File: config.mk
export PLATFORM = sky130hd
export DESIGN_NAME = msif_frames
export DESIGN_NICKNAME = d
export VERILOG_FILES = /design/src/shared/msif_pkg.sv /design/src/hdl/msif_frames.sv
export SDC_FILE = /design/constraint.sdc
export NUM_CORES = 1
export LEC_CHECK = 0
export ABC_AREA = 1
export BUFFER_PORTS_ARGS = -buffer_cell sky130_fd_sc_hd__buf_2
export CAP_MARGIN = 20
export CORE_AREA = 2 2 431 433
export CTS_CLUSTER_SIZE = 16
export DETAILED_ROUTE_END_ITERATION = 10
export DIE_AREA = 0 0 433 435
export MAX_ROUTING_LAYER = met4
export PLACE_DENSITY = 0.34
export SLEW_MARGIN = 25
export SYNTH_ARGS = -nofsm -noshare
export SYNTH_HDL_FRONTEND = slang
export SYNTH_SLANG_ARGS = --single-unit
File: constraint.sdc
create_clock -name sys_clk_i -period 4.7 [get_ports sys_clk_i]
set_input_delay 0.235 -clock sys_clk_i [delete_from_list [all_inputs] [get_ports sys_clk_i]]
set_output_delay 0.235 -clock sys_clk_i [all_outputs]
set_load 0.05 [all_outputs]
File: src/shared/msif_pkg.sv
// msif_pkg: constants, offsets and carrier types of the message interrupt frame block.
// assumes one 4KB window per frame, frames stacked back to back on the access port.
package msif_pkg;

  localparam int          ADDR_W       = 16;          // access port address width, 16 frames of 4KB
  localparam int          FRAME_AW     = 12;          // 4KB frame, byte address inside a frame
  localparam int          NUM_SPI      = 1020;        // interrupt ids 0..1019 on the controller side
  localparam int          SPI_IDW      = 10;          // width of an interrupt id field
  localparam int          REG_W        = 32;          // every register is one 32-bit word

  // register offsets inside a frame
  localparam logic [11:0] OFF_TYPE     = 12'h008;     // frame_type_info, read only
  localparam logic [11:0] OFF_DOORBELL = 12'h040;     // interrupt_doorbell, write only
  localparam logic [11:0] OFF_IDENT    = 12'hfcc;     // frame_identification, read only

  // field positions
  localparam int          TYPE_BASE_LSB = 16;         // lowest allocated id, bits 25:16
  localparam int          TYPE_CNT_LSB  = 0;          // number of allocated ids, bits 9:0
  localparam int          DB_ID_LSB     = 0;          // doorbell id, bits 9:0
  localparam logic [3:0]  IDENT_ARCH    = 4'h0;       // architecture version field, bits 19:16
  localparam logic [1:0]  DB_LOW_LANES  = 2'h3;       // low half word lanes that must be written

  // values after reset
  localparam logic [31:0] RDATA_RESET   = 32'h0000_0000;

  // request from the memory side, one beat per cycle
  typedef struct packed {
    logic              valid;                         // request present this cycle
    logic              write;                         // 1 write, 0 read
    logic              secure;                        // secure attribute of the access
    logic [ADDR_W-1:0] addr;                          // byte address across all frames
    logic [3:0]        be;                            // byte enables, lane 0 is bits 7:0
    logic [REG_W-1:0]  wdata;                         // little-endian write data
  } msif_req_t;

  // answer, one cycle after each request
  typedef struct packed {
    logic             valid;                          // answer present this cycle
    logic [REG_W-1:0] rdata;                          // read data, zero for writes
  } msif_resp_t;

endpackage : msif_pkg

File: src/hdl/msif_frames.sv
// msif_frames: non-secure frame copies plus an optional secure frame that turn
// doorbell writes into one-cycle edges on the controller's shared interrupt lines.
// assumes the request port is on sys_clk_i and the controller samples edge pulses.
//
// Functional notes
// - doorbell write pulses matching controller interrupt line
// - secure frame needs controller security support
// - without secure frame every message is non-secure
// - secure support adds a separate secure frame
// - configurable number of non-secure frame copies
// - each non-secure copy owns contiguous id range
// - secure frame owns its own contiguous range
// - secure and non-secure ranges never overlap
// - message lines driven only by these frames
// - each frame spans 4KB of 32-bit registers
// - non-secure frame accepts non-secure accesses
// - type register at 0x008, neighbours reserved
// - doorbell at 0x040, 0x044-0xfc8 reserved
// - identification at 0xfcc, above implementation space
// - doorbell id bits 9:0, out-of-range ignored
// - type gives base 25:16, count 9:0
// - word accesses, doorbell also 16-bit writes
// - secure frame answers only secure accesses
`timescale 1ns/10ps

module msif_frames import msif_pkg::*; #(
  parameter int          NUM_NS      = 2,              // non-secure frame copies
  parameter logic [9:0]  NS_BASE     = 10'd64,         // lowest id of copy 0
  parameter logic [9:0]  NS_COUNT    = 10'd32,         // ids per non-secure copy
  parameter bit          SEC_FRAME   = 1'b1,           // secure frame built in
  parameter bit          CTRL_SEC    = 1'b1,           // controller has security support
  parameter logic [9:0]  S_BASE      = 10'd512,        // lowest id of the secure frame
  parameter logic [9:0]  S_COUNT     = 10'd16,         // ids of the secure frame
  parameter logic [11:0] PRODUCT_ID  = 12'h001,        // arbitrary value
  parameter logic [3:0]  REVISION    = 4'h0,           // arbitrary value
  parameter logic [11:0] IMPLEMENTER = 12'h000         // arbitrary value
) (
  input  wire logic               sys_clk_i,           // 20 MHz system clock
  input  wire logic               reset_n_i,           // synchronous, active low
  input  wire msif_req_t          req_i,               // register access request
  output msif_resp_t              resp_o,              // answer one cycle later
  output logic [NUM_SPI-1:0]      spi_edge_o           // one-cycle edge per interrupt id
);

  // a secure frame without controller security is not a legal pairing: drop it
  localparam bit SEC_OK = SEC_FRAME && CTRL_SEC;

  localparam logic [REG_W-1:0] IDENT_VAL = {PRODUCT_ID, IDENT_ARCH, REVISION, IMPLEMENTER};

  logic [ADDR_W-FRAME_AW-1:0] frame_idx;               // which 4KB window
  logic [FRAME_AW-1:0]        offset;                  // byte offset inside the window
  logic                       ns_hit;                  // a non-secure copy is addressed
  logic                       s_hit;                   // secure frame addressed with secure attribute
  logic                       frame_ok;                // access reaches a live frame
  logic [9:0]                 base_sel;                // id range base of the addressed frame
  logic [9:0]                 cnt_sel;                 // id range size of the addressed frame
  logic [SPI_IDW-1:0]         db_id;                   // id carried by a doorbell write
  logic                       in_range;                // id belongs to the addressed frame
  logic                       db_fire;                 // doorbell write that raises an edge
  logic [REG_W-1:0]           rdata_next;              // read mux result

  logic [NUM_SPI-1:0]         spi_pulse_reg;           // registered edge pulses
  msif_resp_t                 resp_reg;                // registered answer

  // frame decode: copies 0..NUM_NS-1 first, secure frame right after them
  always_comb begin
    frame_idx = req_i.addr[ADDR_W-1:FRAME_AW];
    offset    = req_i.addr[FRAME_AW-1:0];
    ns_hit    = int'(frame_idx) < NUM_NS;
    // non-secure accesses to the secure frame see nothing, as if unmapped
    s_hit     = SEC_OK && (int'(frame_idx) == NUM_NS) && req_i.secure;
    frame_ok  = ns_hit || s_hit;
  end

  // id range of the addressed frame; copies sit side by side so none overlap
  always_comb begin
    if (s_hit) begin
      base_sel = S_BASE;
      cnt_sel  = S_COUNT;
    end else begin
      base_sel = 10'(int'(NS_BASE) + int'(frame_idx) * int'(NS_COUNT));
      cnt_sel  = NS_COUNT;
    end
  end

  // doorbell qualification: id window check, and only writes that enable both low half word lanes
  always_comb begin
    db_id    = req_i.wdata[DB_ID_LSB +: SPI_IDW];
    in_range = ({1'b0, db_id} >= {1'b0, base_sel}) &&
               ({1'b0, db_id} < ({1'b0, base_sel} + {1'b0, cnt_sel}));
    // writes elsewhere in the frame fall through with no effect
    db_fire  = req_i.valid && req_i.write && frame_ok && (offset == OFF_DOORBELL) &&
               (req_i.be[1:0] == DB_LOW_LANES) && in_range;
  end

  // read mux; reserved and implementation-specific space reads zero
  always_comb begin
    rdata_next = RDATA_RESET;
    if (req_i.valid && !req_i.write && frame_ok) begin
      unique case (offset)
        OFF_TYPE: begin
          rdata_next[TYPE_BASE_LSB +: SPI_IDW] = base_sel;
          rdata_next[TYPE_CNT_LSB  +: SPI_IDW] = cnt_sel;
        end
        OFF_IDENT: begin
          rdata_next = IDENT_VAL;
        end
        default: begin
          rdata_next = RDATA_RESET;                                        // reserved space
        end
      endcase
    end
  end

  // one pulse flop per interrupt line; no other source reaches these lines
  // with no secure frame there is no secure path, so all pulses are non-secure messages
  for (genvar g = 0; g < NUM_SPI; g++) begin : g_line
    always_ff @(posedge sys_clk_i) begin
      if (!reset_n_i) begin
        spi_pulse_reg[g] <= 1'b0;
      end else begin
        spi_pulse_reg[g] <= db_fire && (int'(db_id) == g);
      end
    end
  end

  // answer register: every request gets exactly one answer one cycle later
  always_ff @(posedge sys_clk_i) begin
    if (!reset_n_i) begin
      resp_reg <= '0;
    end else begin
      resp_reg.valid <= req_i.valid;
      resp_reg.rdata <= rdata_next;
    end
  end

  assign spi_edge_o = spi_pulse_reg;
  assign resp_o     = resp_reg;

  // helper flops remembering last cycle's decode, read only by assertions
  logic               h_fire;
  logic [SPI_IDW-1:0] h_id;
  logic               h_wr_db;
  logic               h_rd_type;
  logic               h_rd_rsvd;
  logic [9:0]         h_base;
  logic [9:0]         h_cnt;
  logic               h_ns_to_s;
  always_ff @(posedge sys_clk_i) begin
    h_fire    <= db_fire;
    h_id      <= db_id;
    h_wr_db   <= req_i.valid && req_i.write && frame_ok && offset == OFF_DOORBELL &&
                 req_i.be[1:0] == DB_LOW_LANES;
    h_rd_type <= req_i.valid && !req_i.write && frame_ok && offset == OFF_TYPE;
    h_rd_rsvd <= req_i.valid && !req_i.write && offset != OFF_TYPE && offset != OFF_IDENT;
    h_base    <= base_sel;
    h_cnt     <= cnt_sel;
    h_ns_to_s <= req_i.valid && req_i.write && (int'(frame_idx) == NUM_NS) && !req_i.secure;
  end

  a_edge_on_id: assert property (@(posedge sys_clk_i) disable iff (!reset_n_i)
    h_fire |-> spi_edge_o[h_id]) else $error("doorbell write gave no edge");
  a_edge_single: assert property (@(posedge sys_clk_i) disable iff (!reset_n_i)
    $onehot0(spi_edge_o)) else $error("more than one interrupt edge at once");
  a_edge_one_cycle: assert property (@(posedge sys_clk_i) disable iff (!reset_n_i)
    (spi_edge_o != '0) |=> (spi_edge_o == '0) || $past(db_fire))
    else $error("edge pulse held longer than one cycle");
  a_range_drop: assert property (@(posedge sys_clk_i) disable iff (!reset_n_i)
    (h_wr_db && ((h_id < h_base) || ({1'b0, h_id} >= {1'b0, h_base} + {1'b0, h_cnt})))
    |-> (spi_edge_o == '0)) else $error("out-of-range doorbell raised an edge");
  a_range_take: assert property (@(posedge sys_clk_i) disable iff (!reset_n_i)
    (h_wr_db && h_id >= h_base && {1'b0, h_id} < {1'b0, h_base} + {1'b0, h_cnt})
    |-> spi_edge_o[h_id]) else $error("in-range doorbell was dropped");
  a_type_fields: assert property (@(posedge sys_clk_i) disable iff (!reset_n_i)
    h_rd_type |-> resp_o.valid && resp_o.rdata == {6'h00, h_base, 6'h00, h_cnt})
    else $error("type register fields wrong");
  a_rsvd_zero: assert property (@(posedge sys_clk_i) disable iff (!reset_n_i)
    h_rd_rsvd |-> resp_o.rdata == RDATA_RESET) else $error("reserved read not zero");
  a_secure_only: assert property (@(posedge sys_clk_i) disable iff (!reset_n_i)
    (h_ns_to_s && !$past(ns_hit)) |-> spi_edge_o == '0)
    else $error("non-secure access fired secure frame");
  a_resp_follow: assert property (@(posedge sys_clk_i) disable iff (!reset_n_i)
    req_i.valid |=> resp_o.valid) else $error("request got no answer");
  a_no_overlap: assert property (@(posedge sys_clk_i) disable iff (!reset_n_i)
    !SEC_OK || ({1'b0, S_BASE} + {1'b0, S_COUNT} <= {1'b0, NS_BASE}) ||
    (int'(S_BASE) >= int'(NS_BASE) + NUM_NS * int'(NS_COUNT)))
    else $error("secure and non-secure id ranges overlap");

endmodule : msif_frames

======== After elaboration in Yosys (flattened, before gate mapping) ========
Cells that the tools add are included.
word-level totals
  flip-flop bits (word level) ............. 1,053
  output and inout bits ................... 1,053
  word-level logic and storage cells ...... 3,090
cells by class
  add/sub/neg operators ................... 2
  magnitude comparators ................... 3
  equal/unequal tests ..................... 1,024
  muxes and demuxes ....................... 3
  reduce and logical (&&, ||, !) cells .... 1,034
operator list
  kind                                                                          number
  10-bit == test, second input constant                                         512
  10-bit by 9-bit == test with 1-bit output, second input constant              256
  10-bit by 8-bit == test with 1-bit output, second input constant              128
  1-bit logical AND                                                             1,029
  10-bit by 7-bit == test with 1-bit output, second input constant              64
  10-bit by 6-bit == test with 1-bit output, second input constant              32
  10-bit by 5-bit == test with 1-bit output, second input constant              16
  10-bit by 4-bit == test with 1-bit output, second input constant              8
  10-bit by 3-bit == test with 1-bit output, second input constant              2
  10-bit one-hot mux with 2 select lines                                        1
  12-bit == test, second input constant                                         1
  12-bit by 4-bit == test with 1-bit output, second input constant              1
  12-bit by 7-bit == test with 1-bit output, second input constant              1
  10-bit by 10-bit adder with 11-bit output                                     1
  10-bit by 11-bit less-than comparator with 1-bit output                       1
  7-bit by 9-bit adder with 10-bit output, first input constant                 1
  10-bit by 2-bit == test with 1-bit output, second input constant              1
  10-bit >= comparator                                                          1
  10-bit zero test                                                              1
  10-bit two-way mux                                                            1
  6-bit two-way mux                                                             1
  4-bit by 3-bit == test with 1-bit output, second input constant               1
  4-bit by 2-bit less-than comparator with 1-bit output, second input constant  1
  3-bit AND reduction                                                           1
  other kinds (4)                                                               4

======== Longest topological paths before layout ========
Gate-level depths: netlist of run 1.
  word-level depth ........................ 8
  depth in mapped cells ................... 19

======== Least setup slack after synthesis of run 1 ========
OpenSTA, ideal clock, no wires.
  path kind ............................... input to register
  start point ............................. input req_i[48] (netlist name)
  end point ............................... register spi_pulse_reg[252], in the netlist spi_edge_o[252]
  data arrival time ....................... 2,313 ps
  required time ........................... 4,588 ps
  slack ................................... 2,275 ps
  stages on the path ...................... 19
  buffers on the path ..................... 3
  cells stage by stage .................... inv_1 -> ha_1 -> nand2_1 -> inv_1 -> nand2_1 -> o31ai_1 -> inv_1 -> ha_1 -> nand2_1 -> inv_1 -> a21oi_1 -> nand3_1 -> nand2_1 -> nor2_1 -> nand3_1 -> buf_6 -> buf_12 -> buf_6 -> nor2_2
on the way
  longest elaborated chain between the ends .. 8
  elaborated cells between the ends (all ways) .. 16
  classes of those cells .................. add/sub: 2; order compare: 3; eq/ne: 1; mux: 2; reduce/logical: 8
ends and longest elaborated chain
  item                                                                               RTL line            RTL
  start, declared                                                                    msif_frames.sv:40   input wire msif_req_t req_i,
  branches (longest 6 deep; another with 10-bit by 10-bit adder with 11-bit output)  -
  1-bit logical AND (*)                                                              msif_frames.sv:93   (req_i.be[1:0] == DB_LOW_LANES) && in_range;
  1-bit logical AND (*)                                                              msif_frames.sv:122  spi_pulse_reg[g] <= db_fire && (int'(db_id) == g);
  end signal, assigned by index                                                      msif_frames.sv:122
  end, declared                                                                      msif_frames.sv:62   logic [NUM_SPI-1:0] spi_pulse_reg;
Mark *: on every way between the ends.
A chain may end at the register's enable or synchronous reset.

======== Worst setup path after layout of run 1 ========
  start point ............................. input req_i[48] (netlist name)
  end point ............................... register spi_pulse_reg[935], in the netlist spi_edge_o[935]
Same word-level chain as after synthesis.

==> results of run 1 <==
## cells by family after synthesis
kind of cell,Yosys count
buffers and inverters,328
XOR/XNOR,3
adder cells (fa/ha/maj),14
AO/OA/AOI/OAI,8
AND/OR/NAND/NOR,2407
flip-flops,1029
other,1
## through the flow
| stage | area (um^2) | instances | utilization [%] | setup WS, ns | hold WS, ns |
|---|---|---|---|---|---|
| finish | 46400 | 7420 | 25.2 | 1.16 | 0.0322 |
| CTS | 46400 | 7417 | 25.2 | 1.12 | 0.00506 |
| global route | 46400 | 7419 | 25.2 | 0.870 | 0.0312 |
| detailed placement | 41900 | 7166 | 22.7 | 0.872 | 0.481 |
| global placement | 41900 | 7166 | 22.7 | 0.927 | 0.490 |
| floorplan | 34200 | 3813 | - | 2.28 | 0.347 |
## repair_timing
item	4_1_cts	5_1_grt
endpoints found under the setup margin	0	0
resized for setup	0	0
hold buffers	15	0
endpoints found under the hold margin	9	0
## layer usage
layer,vias to the layer above,global-route usage [%],part of all wire [%]
met5,-,-,0
met4,0,5.62,3.1
met3,237,5.03,6.2
met2,852,30.6,50
met1,13200,20.0,40
li1,13400,-,-
## power groups by stage
stage	sequential, uW	combinational [uW]	clock, uW
after floorplan	8920	231	0
after global placement	8910	455	0
after detailed placement	8910	453	0
after CTS	8720	461	10500
after global routing	8720	476	10800
final	8720	442	10200
## final timing paths
kind,depth (start not counted),slack (ns),endpoint,startpoint
setup / recovery,21,1.16,spi_edge_o[935]$_SDFF_PN0_,req_i[48]
hold / removal,5,0.03,spi_edge_o[767]$_SDFF_PN0_,req_i[0]
## layout make-up
type / instances / area [um^2]
fillers: 20300 / 138000
well taps: 2480 / 3100
repair buffers: 1169 / 6620
clock inverters: 39 / 443
diodes: 3 / 7.51
inverters: 47 / 176
clock buffers: 197 / 3910
flip-flops and latches: 1029 / 20600
multi-input cells: 2456 / 11500
## worst max-delay path: stages
cell           delay, ns
dlygate4sd3_1       0.58
buf_2               0.15
inv_1               0.14
ha_1                0.17
nand2_1             0.08
inv_1               0.08
nand2_1             0.18
o31ai_1             0.17
inv_1               0.15
ha_1                0.32
nand2_1             0.07
nor2_1              0.14
nand3_1             0.09
nand3_1             0.11
nand2_1             0.06
nor2_1              0.17
nand3_4             0.44
buf_12              0.36
buf_12              0.19
buf_12              0.18
nor2_1              0.12
## cells in the final DEF, fill, tap and decap left out, types with 2 or more instances in the layout
| master | n |
|---|---|
| inv_6 | 5 |
| inv_1 | 40 |
| ha_1 | 14 |
| dlygate4sd3_1 | 15 |
| nor2_2 | 803 |
| buf_12 | 37 |
| buf_2 | 1061 |
| buf_4 | 56 |
| xor2_1 | 2 |
| nand2_2 | 14 |
| bufinv_16 | 6 |
| clkbuf_16 | 134 |
| clkinv_4 | 2 |
| conb_1 | 24 |
| clkbuf_1 | 31 |
| clkinvlp_4 | 3 |
| clkbuf_8 | 32 |
| nor3_2 | 3 |
| a21oi_1 | 3 |
| inv_2 | 7 |
| clkinv_2 | 18 |
| diode_2 | 3 |
| nand4_1 | 5 |
| clkinv_8 | 3 |
| inv_16 | 2 |
| nand3_1 | 16 |
| dfxtp_1 | 1029 |
| nand2_1 | 1055 |
| nor2_1 | 504 |
## sequential cells by signal (all words and copies together) (netlist names)
name	count
spi_edge_o	1020
resp_o	9
## synth_stat cells (all sizes together) (2+ instances only)
master / count / share of area [%]
nor2: 1308 / 20
o21ai: 2 / 0.029
clkbuf: 137 / 1.5
nand2: 1069 / 12
buf: 144 / 4.2
nand3: 17 / 0.25
ha: 14 / 0.51
dfxtp: 1029 / 60
xor2: 2 / 0.051
nand4: 5 / 0.092
inv: 47 / 0.52
nor3: 5 / 0.088
a21oi: 3 / 0.044
==> flow_summary_export.csv, run 1 <==
group,metric,value,unit
run_status,status,"finished clean",
power_and_ir_drop,vdd_drop_max,0.220,mV
finish,layout-area-overhead-vs-synth,36.1,%
detailed_routing,routedWlPerCell,22.7,um
sta,grt_setup_unrepaired,"no",
sta,setup_viol,0,
global_routing,grt_first_pass_wirelength,227,mm
floorplan,die-width,433,um
sta,drv_slew,0,
floorplan,io_pins,1110,
detailed_routing,drc,0,
worst_setup_path,timing.critical_path.arrival,4.25,ns
global_routing,grt_start_max_net_pins,110,
sta,timing.final.crit_share,75.3,%
flow_run,cap_viol_max_count,0,
power_and_ir_drop,share_comb_of_total_power,2.3,%
yosys,ys_warn_count,0,
power_and_ir_drop,power.sequential.fraction,45.1,%
floorplan,design.die.area,188000,um^2
power_and_ir_drop,clock_power_share,52.6,%
worst_setup_path,max_fanout_on_critical_path,29,
yosys,synthFlopType,"dfxtp_1",
power_and_ir_drop,pwr_density_cell,417,nW/um^2
clock_network,clock_sinks,1029,
detailed_routing,detail_route.wirelength,168,mm
worst_setup_path,crit_path_end_kind,"flop",
yosys,synth_seq_cells,1029,
detailed_routing,route.vias.total,27600,
clock_network,cts_inserted_buffers,130,
yosys,post_synth_and_or_nand_nor_area_fraction,32.6,%
yosys,synth-async-reset-ratio,0,%
finish,drive_gt1_share,44.3,%
clock_network,cts_tree,"done",
floorplan,dieHeight,435,um
sta,max-slew-margin-rel,32.0,%
floorplan,starting_density,18.5,%
yosys,synth-seq-area-share,60.4,%
clock_network,clock-root-buffer,"clkbuf_16",
placement,buffer_ports.inserted,1061,
worst_setup_path,timing.critical_path.required,5.41,ns
floorplan,rows,158,
yosys,largest_family_of_logic_cells_by_synthesized_area,"simple AND/OR/NAND/NOR gates",
global_routing,number_of_antenna_violations_at_the_first_check_in_global_routing,23,
worst_hold_path,min-delay-path-class,"input port to flop",
yosys,adder_cell_share_of_the_synthesized_area,0.514,%
yosys,synth-edff-count,0,
power_and_ir_drop,switching_fraction_of_total_power,23.0,%
sta,setup_total_negative_slack,0,ns
floorplan,core_area,184000,um^2
clock_network,path_clk_slew,0.06,ns
worst_setup_path,critPathLaunchType,"input port",
yosys,synth_area,34100,um^2
clock_network,cts.htree.levels,4,
yosys,post_synth_xor_area_fraction,0.0771,%
placement,detailed_place_hpwl,118,mm
yosys,post_synth_mux_area_share,0,%
sta,layout_min_cycle_time,3.54,ns
worst_setup_path,worstSetupPathType,"input port to flop",
yosys,synth-compound-area-share,0.140,%
power_and_ir_drop,post-layout-total-power,19300,uW
yosys,synth_cells,3790,
clock_network,clock_tree.buffer_depth,3,
power_and_ir_drop,total_switching_power,4440,uW
clock_network,post-cts-setup-buffers,0,
global_routing,grt.overflow.total,0,
yosys,mean_cell_area_of_the_mapped_netlist,8.99,um^2
detailed_routing,drt_pre_antenna_iters,5,
power_and_ir_drop,total_leakage_power,0.0181,uW
placement,place.gp.congestion,0.809,
detailed_routing,initialDrtViolationCount,1309,
sta,fmax,282,MHz
sta,hold_violations,0,
sta,worst-slew-pin-transition,1.02,ns
yosys,netlist-cell-type-count,31,
global_routing,first_global_vias,27100,
power_and_ir_drop,power.internal,14900,uW
global_routing,total_grt_usage,17.9,%
finish,finalNetCount,4904,
detailed_routing,post_drt_via_cell_ratio,3.72,
detailed_routing,detail-route-antenna-nets,0,
Note: power is estimated with default switching activity, not from simulation.
==> inputs of run 2 (changes only) <==
--- a/config.mk
+++ b/config.mk
@@ -8,12 +8,12 @@
 export ABC_AREA = 1
 export BUFFER_PORTS_ARGS = -buffer_cell sky130_fd_sc_hd__buf_2
 export CAP_MARGIN = 20
-export CORE_AREA = 2 2 431 433
+export CORE_AREA = 2 2 435 437
 export CTS_CLUSTER_SIZE = 16
 export DETAILED_ROUTE_END_ITERATION = 10
-export DIE_AREA = 0 0 433 435
+export DIE_AREA = 0 0 437 439
 export MAX_ROUTING_LAYER = met4
-export PLACE_DENSITY = 0.34
+export PLACE_DENSITY = 0.33
 export SLEW_MARGIN = 25
 export SYNTH_ARGS = -nofsm -noshare
 export SYNTH_HDL_FRONTEND = slang
==> constraint.sdc (replaced) <==
create_clock -name sys_clk_i -period 3.5 [get_ports sys_clk_i]
set_input_delay 0.175 -clock sys_clk_i [delete_from_list [all_inputs] [get_ports sys_clk_i]]
set_output_delay 0.175 -clock sys_clk_i [all_outputs]
set_load 0.05 [all_outputs]
==> run 2 against run 1 <==
  * First-iteration DRC count increased by 2.8%
  * Sequential cell count unchanged
  * Critical endpoint is now spi_edge_o[857]$_SDFF_PN0_
  * Via count decreased by 0.14%
  * Die area increased by 1.9%
  * Cell area about the same
  * Critical path depth decreased by 7
  * Worst hold slack improved by 0.035 ns
  * Global-route usage decreased by 0.29 points
  * Count of clock-buffer cells in the layout increased by 11
  * Final cell count increased by 0.16%
  * Setup slack got worse by 0.79 ns
==> flow_summary_export.csv, run 2 (synthesis results as in run 1) <==
group,metric,value,unit
sta,setup_total_negative_slack,0,ns
detailed_routing,drc,0,
sta,drv_slew,0,
floorplan,starting_density,18.2,%
sta,grt_setup_unrepaired,"no",
placement,detailed_place_hpwl,119,mm
worst_setup_path,setup.worst_path.start,"req_i[50]",
run_status,status,"finished clean",
detailed_routing,post_drt_via_cell_ratio,3.71,
clock_network,clock-root-buffer,"clkbuf_16",
floorplan,core_area,187000,um^2
power_and_ir_drop,total_leakage_power,0.0181,uW
finish,layout.cell_area.non_filler,46300,um^2
power_and_ir_drop,pwr_density_cell,565,nW/um^2
worst_hold_path,min_path_cells,5,
finish,most_common_cell_after_layout_fill_and_taps_aside,"buf_2",
clock_network,cts_tree,"done",
worst_setup_path,timing.critical_path.arrival,3.76,ns
global_routing,grt.overflow.total,0,
sta,timing.final.crit_share,89.3,%
worst_setup_path,worstSetupPathType,"input port to flop",
floorplan,dieHeight,439,um
floorplan,die-width,437,um
detailed_routing,routedWlPerCell,22.9,um
detailed_routing,detail_route.wirelength,170,mm
finish,finalNetCount,4906,
sta,worst-slew-pin-transition,0.988,ns
placement,place.gp.congestion,0.795,
worst_hold_path,min-delay-path-class,"input port to flop",
clock_network,clock_sinks,1029,
floorplan,design.die.area,192000,um^2
sta,max-slew-margin-rel,34.0,%
clock_network,path_clk_slew,0.06,ns
placement,buffer_ports.inserted,1061,
clock_network,clock_tree.buffer_depth,3,
worst_setup_path,timing.critical_path.to,"spi_edge_o[857]$_SDFF_PN0_",
sta,hold_violations,0,
detailed_routing,detail-route-antenna-nets,0,
global_routing,total_grt_usage,17.6,%
clock_network,post-cts-setup-buffers,0,
placement,post_dp_cell_area,41700,um^2
sta,setup_slack,0.373,ns
clock_network,cts_inserted_buffers,131,
finish,layout-area-overhead-vs-synth,35.9,%
finish,drive_gt1_share,43.8,%
flow_run,cap_viol_max_count,0,
placement,placement.setup.worst_slack,0.376,ns
detailed_routing,initialDrtViolationCount,1346,
detailed_routing,drt_pre_antenna_iters,7,
clock_network,cts.htree.levels,4,
global_routing,number_of_antenna_violations_at_the_first_check_in_global_routing,17,
floorplan,io_pins,1110,
worst_setup_path,max_fanout_on_critical_path,43,
finish,layout_common_cells,"buf_2, nand2_1, dfxtp_1, nor2_2, nor2_1",
global_routing,grt_first_pass_wirelength,228,mm
global_routing,grt_start_max_net_pins,110,
sta,layout_min_cycle_time,3.13,ns
finish,largest_reg_flops,1020,
worst_setup_path,timing.critical_path.required,4.14,ns
detailed_routing,route.vias.total,27600,
power_and_ir_drop,vdd_drop_max,0.333,mV
finish,n_fill_cell,20600,
worst_setup_path,crit_path_end_kind,"flop",
worst_setup_path,critPathLaunchType,"input port",
global_routing,first_global_vias,27300,
sta,setup_viol,0,
sta,fmax,320,MHz
floorplan,rows,159,
[run 2: changes by cell type in the layout (fill, tap and decap cells not counted), moves of 2 or more]
cell | previous run | this run
clkbuf_1 | 31 | 44
clkinv_2 | 18 | 5
dlygate4sd3_1 | 15 | 26
buf_12 | 37 | 27
clkbuf_8 | 32 | 27
clkbuf_16 | 134 | 137
bufinv_16 | 6 | 8
clkinvlp_4 | 3 | 1
nor2_2 | 803 | 801
[run 2: cell type report]
class                      instances  area [um^2]  share of cell area [%]
antenna                            2         5.00                  0.0108
clock buffer                     208         3970                    8.56
clock inverter                    25          410                   0.886
inverter                          47          179                   0.386
multi-input combinational       2456        11500                    24.9
sequential                      1029        20600                    44.5
tap                             2495         3120                    6.74
timing repair buffer            1170         6530                    14.1
[run 2: what timing repair did]
action,4_1_cts,5_1_grt
gates resized for setup,0,1
endpoints found under the setup margin,0,1
endpoints found under the hold margin,15,0
hold buffers,27,0
[run 2: metal layers]
| metal | wire length (um) | global-route usage (%) | share of wire [%] | vias to the layer above |
|---|---|---|---|---|
| li1 | - | - | - | 13400 |
| met1 | 68400 | 19.7 | 40 | 13200 |
| met5 | 0 | - | 0 | - |
| met4 | 4260 | 4.94 | 2.5 | 0 |
| met3 | 10800 | 5.06 | 6.4 | 198 |
| met2 | 86500 | 30.3 | 51 | 850 |
[run 2: stage by stage]
step                std cells  total power, uW  util [%]  hold WS [ns]
finish                   7432            26200      24.8        0.0674
global route             7432            27100      24.8        0.0428
CTS                      7431            26700      24.8       0.00455
detailed placement       7171            12600      22.3         0.415
global placement         7171            12600      22.3         0.419
floorplan                3813            12300         -         0.287
[run 2: how the worst min path moves through the flow]
stage	start	to	slack, ns
detailed placement	req_i[54]	resp_o[32]$_SDFF_PN0_	0.42
global placement	req_i[54]	resp_o[32]$_SDFF_PN0_	0.42
global route	req_i[53]	resp_o[23]$_SDFF_PN0_	0.04
floorplan	req_i[54]	resp_o[32]$_SDFF_PN0_	0.29
finish	req_i[9]	spi_edge_o[138]$_SDFF_PN0_	0.07
CTS	req_i[52]	resp_o[25]$_SDFF_PN0_	0.005
[run 2: worst max-delay path, stage by stage]
cell           delay [ns]
dlygate4sd3_1        0.61
buf_2                0.18
ha_1                 0.18
xor2_1               0.25
dlygate4sd3_1        0.60
inv_1                0.06
o21ai_0              0.17
ha_1                 0.17
a21oi_1              0.06
nand3b_1             0.20
nand3_4              0.16
buf_12               0.22
buf_4                0.58
nor2_1               0.08
[run 2: where the power goes]
part / internal [uW] / switching (uW)
Sequential: 11700 / 0.169
Clock: 8360 / 5480
Combinational: 108 / 506
